===== config.mk =====
export PLATFORM = sky130hd
export DESIGN_NAME = flash_spi_front
export DESIGN_NICKNAME = d
export VERILOG_FILES = /design/src/pin_sync.v /design/src/flash_spi_front.v
export VERILOG_INCLUDE_DIRS = /design/src /design/src/src
export SDC_FILE = /design/constraint.sdc
export NUM_CORES = 1
export LEC_CHECK = 0
export ABC_AREA = 1
export CORE_ASPECT_RATIO = 0.75
export CORE_UTILIZATION = 40
export CTS_CLUSTER_DIAMETER = 150
export DETAILED_ROUTE_END_ITERATION = 10
export DONT_BUFFER_PORTS = 1
export GPL_TIMING_DRIVEN = 0
export SLEW_MARGIN = 0
export SYNTH_ARGS = -nofsm -noshare
export SYNTH_HDL_FRONTEND = slang
export SYNTH_HIERARCHICAL = 1
export SYNTH_SLANG_ARGS = --single-unit

===== constraint.sdc =====
create_clock -name clock -period 1.6 [get_ports clock]
set_input_delay 0.24 -clock clock [delete_from_list [all_inputs] [get_ports clock]]
set_output_delay 0.24 -clock clock [all_outputs]
set_load 0.02 [all_outputs]

===== src/flash_front_defines.vh =====
// Constants for the serial flash interface front end.
// Assumes inclusion by bare name from src/.
`ifndef FLASH_FRONT_DEFINES_VH
`define FLASH_FRONT_DEFINES_VH
// Byte framing
`define BYTE_BITS        4'h8
// Bit position of the protect lock in the status byte
`define PROTECT_LOCK_POS 7
// Opcode of the status write command
`define STATUS_WRITE_OP  8'h01
// Reset value of the status byte: lock clear, both protect levels set
`define STATUS_RESET     8'h0C
// Idle pin levels loaded into the synchroniser at reset, bit order
// {write protect, pause, data in, select, clock}
`define PIN_IDLE_LEVELS  5'h1A
// Sector and block sizes as address bit widths (4 KByte and 32 KByte)
`define SECTOR_ADDR_BITS 12
`define BLOCK_ADDR_BITS  15
// Width of the byte address
`define ADDR_BITS        24
`endif


===== src/pin_sync.v =====
// Two-flop synchroniser for a group of pin inputs.
// Assumes the pins are asynchronous to clock.
`timescale 1ns/100ps
`default_nettype none
module pin_sync #(
   parameter             WIDTH     = 5,
   parameter [WIDTH-1:0] RESET_VAL = {WIDTH{1'b0}}
) (
   // Clocking
   input  wire             clock,
   input  wire             rst_n,
   input  wire             clkEn,
   // Pins in, resynchronised levels out
   input  wire [WIDTH-1:0] pinIn,
   output reg  [WIDTH-1:0] pinOut
);
   reg [WIDTH-1:0] meta_r;

   // ==========================================================
   // Synchroniser; first stage feeds only the second
   // Resets to the idle pin levels so no false edge follows reset
   always @(posedge clock or negedge rst_n) begin
      if (!rst_n) begin
         meta_r <= RESET_VAL;
         pinOut <= RESET_VAL;
      end else if (clkEn) begin
         meta_r <= pinIn;
         pinOut <= meta_r;
      end
   end
endmodule
`default_nettype wire


===== src/flash_spi_front.v =====
// Serial flash front end: framing, bit shifting, pause and status-write lock.
// Assumes the serial clock, select, data, pause and protect pins come from
// an external host and are asynchronous to clock, which runs much faster.
//
// What this block does
// sample input on rising, output after falling
// selection starts on select falling edge
// host keeps select low whole sequence
// works with clock idling low or high
// host keeps select low while pausing
// pause entry waits for clock low
// pause exit waits for clock low
// output floats while paused, inputs ignored
// deselect during pause resets interface logic
// paused as long as pause pin low
// write-protect low: lock bit blocks status write
// write-protect high: status write always allowed
// decode 4 KByte sectors and 32 KByte blocks
// bytes shifted most significant bit first
// early deselect aborts instruction, back to standby
// pause freezes bit counter and shifters
`timescale 1ns/100ps
`default_nettype none
`include "flash_front_defines.vh"
module flash_spi_front #(
   parameter ADDR_W = 24
) (
   // Clocking
   input  wire              clock,
   input  wire              rst_n,
   input  wire              clkEn,
   // Serial pins from the host
   input  wire              serialClk,
   input  wire              selectN,
   input  wire              serialIn,
   input  wire              pauseN,
   input  wire              writeProtectN,
   // Serial output pin, two signals
   output wire              serialOut,
   output wire              serialOutEn,
   // Core side: received bytes
   output reg  [7:0]        rxByte,
   output reg               rxValid,
   output reg  [3:0]        rxIndex,
   output reg  [7:0]        opcode,
   // Core side: byte to send, loaded at each byte boundary
   input  wire [7:0]        txByte,
   output wire              txTake,
   // Core side: address decode and status
   output reg  [ADDR_W-1:0] address,
   output wire [ADDR_W-13:0] sectorIndex,
   output wire [ADDR_W-16:0] blockIndex,
   output reg  [7:0]        status,
   output reg               statusWriteDone,
   output reg               statusWriteRejected,
   output reg               aborted,
   output wire              selected,
   output wire              paused
);
   // Interface states
   localparam ST_IDLE  = 2'h0;
   localparam ST_SHIFT = 2'h1;
   localparam ST_PAUSE = 2'h2;

   // Synchronised pin levels, order fixed at the synchroniser input
   wire [4:0] pinS;
   wire       sckS = pinS[0];
   wire       selS = pinS[1];
   wire       siS  = pinS[2];
   wire       holdS = pinS[3];
   wire       wpS  = pinS[4];

   // Framing state, edge history and shifters
   reg  [1:0] state_r;
   reg        sckD_r;
   reg        selD_r;
   reg  [2:0] bitCnt_r;
   reg  [7:0] shiftIn_r;
   reg  [7:0] shiftOut_r;
   reg        outBit_r;
   reg        txTake_r;

   // Edge detectors; each serial clock phase must last longer than one clock,
   // otherwise an edge is lost in the synchroniser
   wire sckRise = sckS & ~sckD_r;
   wire sckFall = ~sckS & sckD_r;
   wire selFall = ~selS & selD_r;
   wire [7:0] nextByte = {shiftIn_r[6:0], siS};

   // Lock check, shared by the write path
   function statusWriteAllowed;
      input wp;
      input [7:0] st;
      begin
         statusWriteAllowed = wp | ~st[`PROTECT_LOCK_POS];
      end
   endfunction

   // ==========================================================
   // Pin synchroniser
   pin_sync #(
      .WIDTH     (5),
      .RESET_VAL (`PIN_IDLE_LEVELS)
   ) uSync (
      .clock    (clock),
      .rst_n    (rst_n),
      .clkEn    (clkEn),
      .pinIn    ({writeProtectN, pauseN, serialIn, selectN, serialClk}),
      .pinOut   (pinS)
   );

   assign selected    = (state_r != ST_IDLE);
   assign paused      = (state_r == ST_PAUSE);
   assign serialOut   = outBit_r;
   assign serialOutEn = (state_r == ST_SHIFT) & ~selS;
   assign txTake      = txTake_r;
   assign sectorIndex = address[ADDR_W-1:`SECTOR_ADDR_BITS];
   assign blockIndex  = address[ADDR_W-1:`BLOCK_ADDR_BITS];

   // ==========================================================
   // Framing, shifting and pause control
   always @(posedge clock or negedge rst_n) begin
      if (!rst_n) begin
         state_r             <= ST_IDLE;
         sckD_r              <= 1'b0;
         selD_r              <= 1'b1;
         bitCnt_r            <= 3'h0;
         shiftIn_r           <= 8'h00;
         shiftOut_r          <= 8'h00;
         outBit_r            <= 1'b0;
         txTake_r            <= 1'b0;
         rxByte              <= 8'h00;
         rxValid             <= 1'b0;
         rxIndex             <= 4'h0;
         opcode              <= 8'h00;
         address             <= {ADDR_W{1'b0}};
         status              <= `STATUS_RESET;
         statusWriteDone     <= 1'b0;
         statusWriteRejected <= 1'b0;
         aborted             <= 1'b0;
      end else if (clkEn) begin
         sckD_r              <= sckS;
         selD_r              <= selS;
         rxValid             <= 1'b0;
         txTake_r            <= 1'b0;
         statusWriteDone     <= 1'b0;
         statusWriteRejected <= 1'b0;
         aborted             <= 1'b0;
         case (state_r)
            ST_IDLE: begin
               // Only a falling select opens a sequence, a held-low select does not
               if (selFall) begin
                  state_r    <= ST_SHIFT;
                  bitCnt_r   <= 3'h0;
                  rxIndex    <= 4'h0;
                  shiftOut_r <= txByte;
                  outBit_r   <= txByte[7];
                  txTake_r   <= 1'b1;
               end
            end
            ST_SHIFT: begin
               if (selS) begin
                  // Mid-byte deselect abandons the instruction
                  state_r <= ST_IDLE;
                  aborted <= (bitCnt_r != 3'h0);
               end else if (!holdS && !sckS) begin
                  // Taken only with the clock low, so no half bit is lost
                  state_r <= ST_PAUSE;
               end else if (sckRise) begin
                  // Edges only, so clock idle level does not matter
                  shiftIn_r <= nextByte;
                  bitCnt_r  <= bitCnt_r + 3'h1;
                  if (bitCnt_r == 3'h7) begin
                     rxByte  <= nextByte;
                     rxValid <= 1'b1;
                     if (rxIndex != 4'hF)
                        rxIndex <= rxIndex + 4'h1;
                     if (rxIndex == 4'h0)
                        opcode <= nextByte;
                     if (rxIndex >= 4'h1 && rxIndex <= 4'h3)
                        address <= {address[ADDR_W-9:0], nextByte};
                     if (rxIndex == 4'h1 && opcode == `STATUS_WRITE_OP) begin
                        if (statusWriteAllowed(wpS, status)) begin
                           status          <= {nextByte[7], 2'b00, 1'b0, nextByte[3:2], status[1:0]};
                           statusWriteDone <= 1'b1;
                        end else begin
                           statusWriteRejected <= 1'b1;
                        end
                     end
                  end
               end else if (sckFall) begin
                  // Output changes after the falling edge
                  if (bitCnt_r == 3'h0) begin
                     shiftOut_r <= txByte;
                     outBit_r   <= txByte[7];
                     txTake_r   <= 1'b1;
                  end else begin
                     outBit_r   <= shiftOut_r[3'h7 - bitCnt_r];
                  end
               end
            end
            ST_PAUSE: begin
               // Counters and shifters hold here; clock and data ignored
               if (selS) begin
                  state_r  <= ST_IDLE;
                  bitCnt_r <= 3'h0;
                  rxIndex  <= 4'h0;
                  aborted  <= 1'b1;
               end else if (holdS && !sckS) begin
                  // A deselect above wins over a resume in the same cycle
                  state_r <= ST_SHIFT;
                  sckD_r  <= 1'b0;
               end
            end
            default: begin
               state_r <= ST_IDLE;
            end
         endcase
      end
   end
endmodule
`default_nettype wire


Word-level counts from Yosys, hierarchy flattened

Index checks and enable logic that the tools add are counted.
Widths: inputs -> output; s select.

Add/subtract/negate cells: 3
Reductions and logical operators: 23
$lt $le $gt $ge: 3
Eq/ne operators: 18
Muxes and demuxes: 68
Bitwise gates (word level): 10

Operators by type and width:

| operator            | number |
|---|---|
| $mux 8              | 6 |
| $mux 1              | 37 |
| $mux 4              | 7 |
| $reduce_and 7->1    | 4 |
| $pmux 8 s2          | 1 |
| $reduce_and 8->1    | 2 |
| $mux 3              | 5 |
| $ne 2x2->1 const B  | 6 |
| $pmux 4 s3          | 1 |
| $mux 2              | 5 |
| $pmux 3 s3          | 1 |
| $reduce_and 9->1    | 1 |
| $eq 8x1->1 const B  | 1 |
| $ne 2x1->1 const B  | 4 |
| $ne 3x1->1 const B  | 2 |
| $pmux 1 s2          | 3 |
| $pmux 2 s3          | 1 |
| $reduce_and 6->1    | 1 |
| $reduce_bool 3->1   | 2 |
| $not 1->1           | 5 |
| $reduce_and 5->1    | 1 |
| $add 4x1->4 const B | 1 |
| $and 1x1->1         | 4 |
| $eq 4x1->1 const B  | 1 |
| other kinds (18)    | 23 |

Flip-flop bits (word level): 85
Output and inout port bits: 82
Logic and storage cells: 144
Bits of input ports: 16

Longest topological paths before layout

Depth after elaboration: 9
Gate-level depth with buffers: 11
Depth with buffers taken out: 11

Modules after synthesis

Netlist, hierarchy kept.

Modules (own cells, without submodules):

| module          | instances | sequential area each (um^2) | cells an instance | area each (um^2) |
|---|---|---|---|---|
| flash_spi_front | 1         | 1880.6                      | 451               | 3728.6 |
| pin_sync        | 1         | 257.7                       | 42                | 387.9 |

Worst setup path before layout

No wires, ideal clock.

Kind: reg2reg
Start point: reg state_r[1]
End point: reg address[15]
Buffers on the path: 1
Stages on the path, launching flop included: 11
Period minus slack after synthesis: 1.702 ns
Library setup time: 0.117 ns
Data required time: 1.483 ns
Slack: -0.102 ns
Arrival: 1.584 ns
Cell sequence: dfrtp_1 inv_1 ha_1 inv_2 nor2_8 nand2_4 nor2_8 nand2_4 buf_2 nand2_1 nand2_1

Word-level cells in the longest chain between the ends: 2

Ends and longest elaborated chain:

| element                    | RTL line              | source |
|---|---|---|
| start, declared            | flash_spi_front.v:74  | `reg [1:0] state_r;` |
| start signal, assigned     | flash_spi_front.v:124 | `state_r <= ST_IDLE;` |
| start signal, assigned     | flash_spi_front.v:153 | `state_r <= ST_SHIFT;` |
| start signal, assigned     | flash_spi_front.v:164 | `state_r <= ST_IDLE;` |
| $eq 2x1->1                 | flash_spi_front.v:149 | `case (state_r)` |
| $reduce_and 7->1 (no line) | n/a                   |  |
| end signal, assigned       | flash_spi_front.v:136 | `address <= {ADDR_W{1'b0}};` |
| end signal, assigned       | flash_spi_front.v:181 | `address <= {address[ADDR_W-9:0], nextByte};` |
| end, declared              | flash_spi_front.v:50  | `output reg [ADDR_W-1:0] address,` |

Every way passes these cells.
A chain may end at the register's enable or synchronous reset.

Final worst setup path

Start point: reg state_r[1]
End point: reg status[7]

Word-level cells in the longest chain between the ends: 2

Ends and longest elaborated chain:

| element                    | RTL line              | source |
|---|---|---|
| $eq 2x1->1                 | flash_spi_front.v:149 |  |
| $reduce_and 8->1 (no line) | n/a                   |  |
| end signal, assigned       | flash_spi_front.v:137 | `` status <= `STATUS_RESET; `` |
| end signal, assigned       | flash_spi_front.v:184 | `status <= {nextByte[7], 2'b00, 1'b0, nextByte[3:2], status[1:0]};` |
| end, declared              | flash_spi_front.v:53  | `output reg [7:0] status,` |

Every way passes these cells.

==> impl_metrics.sql <==
INSERT INTO impl_metrics (metric_group, metric, value, unit) VALUES
('sta', 'setup_ws_final', '-109', 'ps'),
('setup_path', 'crit_path_start', 'state_r[1]', ''),
('sta', 'timing_max_transition_violations_final', '0', ''),
('logic_synthesis', 'synth-seq-cells', '85', ''),
('clock_network', 'cts_hold_buffers', '3', ''),
('routing', 'first_iter_violations', '197', ''),
('logic_synthesis', 'synthArstFlopShare', '100', '%'),
('floorplan', 'row_count', '31', ''),
('flow_run', 'drv.max_cap_violation_count', '0', ''),
('logic_synthesis', 'synth_area_per_cell', '8.35', 'um^2'),
('routing', 'routed-via-count', '3150', ''),
('logic_synthesis', 'yosysUniqueCellTypes', '29', ''),
('global_route', 'grt_antenna_before_repair', '0', ''),
('global_route', 'grt_pass1_vias', '3071', ''),
('clock_network', 'clock_latency', '340', 'ps'),
('setup_path', 'r2r_start', 'state_r[1]', ''),
('cells_and_area', 'area_delta_synth_final', '18.5', '%'),
('logic_synthesis', 'post_synth_inst_count', '493', ''),
('routing', 'totalWireLength', '9.17', 'mm'),
('sta', 'setup-violations-final', '39', ''),
('cells_and_area', 'seqCellArea', '2140', 'um^2'),
('cells_and_area', 'finish.utilization', '49.7', '%'),
('logic_synthesis', 'yosysWarningCount', '6', ''),
('cells_and_area', 'num-nets-final', '547', ''),
('routing', 'wl_per_cell', '13.9', 'um'),
('logic_synthesis', 'syn_area', '4120', 'um^2'),
('clock_network', 'cts_buffer_depth', '2', ''),
('placement', 'gpl.final_weighted_congestion', '0.881', ''),
('placement', 'dp.final_hpwl', '6.54', 'mm'),
('cells_and_area', 'fraction_of_layout_cells_with_a_size_suffix_above_1', '21.7', '%'),
('power_and_ir_drop', 'fin_total_pwr', '6.84', 'mW'),
('clock_network', 'cts-buffers-inserted', '9', ''),
('logic_synthesis', 'ys_top_cells_by_area', 'dfrtp_1, nand2_1, dfstp_2, buf_4, o21ai_0', ''),
('clock_network', 'cts_num_sinks', '85', ''),
('setup_path', 'end_kind', 'register', ''),
('cells_and_area', 'layout_commonest_cell', 'nand2_1', ''),
('logic_synthesis', 'synth.yosys.seq_area_share', '51.9', '%'),
('floorplan', 'initial_core_utilization', '41.9', '%'),
('clock_network', 'clkTransAtPathRegs', '70', 'ps'),
('setup_path', 'crit_required', '1830', 'ps'),
('clock_network', 'htree_depth', '3', ''),
('power_and_ir_drop', 'power.density_cell_area', '1400', 'nW/um^2'),
('sta', 'rsz0062_at_grt', 'true', ''),
('run_status', 'status', 'complete, but fails checks', ''),
('cells_and_area', 'filler_cell_count', '942', ''),
('sta', 'tns', '-2070', 'ps'),
('sta', 'clock-skew-final', '8.41', 'ps'),
('logic_synthesis', 'netlist.area_leader.share', '46.2', '%'),
('sta', 'final-hold-violation-count', '85', ''),
('placement', 'place.port_buffers', '0', ''),
('setup_path', 'startpoint_type', 'register', ''),
('floorplan', 'floorplan.die.height', '89.9', 'um'),
('cells_and_area', 'multiInputGateArea', '1640', 'um^2'),
('routing', 'route.detailed.vias_per_inst', '4.79', ''),
('sta', 'timing.final.crit_period', '1710', 'ps'),
('sta', 'timing.hold.ws', '-405', 'ps'),
('sta', 'fmax', '585', 'MHz'),
('floorplan', 'die_outline_area', '10700', 'um^2'),
('run_status', 'failed_checks', 'hold timing, setup timing', ''),
('min_path', 'worstHoldPathType', 'input port to asynchronous set/reset pin', ''),
('routing', 'ant_nets', '0', ''),
('floorplan', 'die-width', '119', 'um'),
('logic_synthesis', 'yosysTopAreaCell', 'dfrtp_1', ''),
('floorplan', 'core_area', '9810', 'um^2'),
('power_and_ir_drop', 'cellLeakagePower', '2.49', 'nW'),
('sta', 'final_worst_path_cycle_share', '107', '%'),
('logic_synthesis', 'ys.flop_type', 'dfrtp_1', ''),
('routing', 'route.detailed.drc', '0', ''),
('setup_path', 'cp_max_fo', '7', ''),
('placement', 'instance_area_at_placement', '4320', 'um^2'),
('clock_network', 'cts_tree', 'done', '');
==> critical path, stage by stage (launching register included) <==
cell	delay, ps
dfrtp_1	390
inv_2	90
ha_4	190
inv_6	50
nor2_8	210
nand2_8	90
nor2_8	170
buf_4	140
buf_6	100
nand2_4	50
nand2_1	60
nand2_1	50
==> where the power goes <==
part	internal (mW)	total [mW]	switching (mW)
Clock	1.53	2.40	0.871
Sequential	2.41	2.67	0.259
Combinational	0.627	1.77	1.14
==> per-stage QoR <==
step / setup WS (ps) / instances
floorplan: -5.02 / 497
global placement: -302 / 629
detailed placement: -337 / 629
CTS: -56.5 / 656
global route: -186 / 658
finish: -109 / 658
==> Yosys cell counts (4+ instances only) <==
cell type and n:
o21ai_0 38, inv_2 4, buf_2 4, nand2_4 4
dfrtp_1 76, buf_4 28, nand2_1 184, dfstp_2 9
nor2_1 19, buf_6 4, inv_1 42, nand3_1 35
o21ai_1 16, ha_1 10
==> repair_timing <==
action                                  in CTS  in global routing
gates cloned                                 1                  0
pin swaps                                    5                  6
endpoints found under the hold margin       88                 85
setup buffers                                8                  2
endpoints found under the setup margin      66                 70
gates resized for setup                     15                 23
==> layer usage <==
| metal | global-route usage [%] | share of wire (%) |
|---|---|---|
| met1 | 25.8 | 47 |
| met2 | 27.2 | 43 |
| met3 | 5.96 | 8.1 |
| met4 | 6.01 | 1.6 |
| met5 | 0 | 0 |
==> cell families after synthesis <==
family	count (synthesis)	share of synthesized area, %
and+or+nand+nor	254	26.5
DFF	85	51.9
buffers and inverters	84	11.1
AOI/OAI and AO/OA	58	7.17
adders and majority gates	10	3.04
xor gates and xnor gates	1	0.213
other	1	0.0911
==> sequential cells by signal, indices dropped and copies added (netlist names), 3 cells and up <==
register,count
address,24
uSync/meta_r,5
rxByte,8
rxIndex,4
shiftIn_r,7
bitCnt_r,3
status,3
shiftOut_r,8
uSync/pinOut,5
opcode,8
==> final cells by class <==
cell class	count	share of cell area [%]
clock buffers	9	4.62
multi-input cells	328	33.6
inverters	46	3.64
flip-flops and latches	85	43.9
repair buffers	14	2.46
well taps	132	3.39
clock inverters	7	2.51
plain buffers	37	5.85
==> path summary, 6_finish.rpt <==
path | end | depth (start not counted) | slack (ps)
worst max register to register | status[7] | 11 | -110
min in group clock | uSync/meta_r[2] | 2 | 20
max in group asynchronous | uSync/meta_r[4] | 0 | 1800
worst min register to register | uSync/pinOut[3] | 2 | 460
worst min-delay path | rxByte[3] | 0 | -410
worst max-delay path | status[7] | 11 | -110
Note: power is estimated with default switching activity, not from simulation.
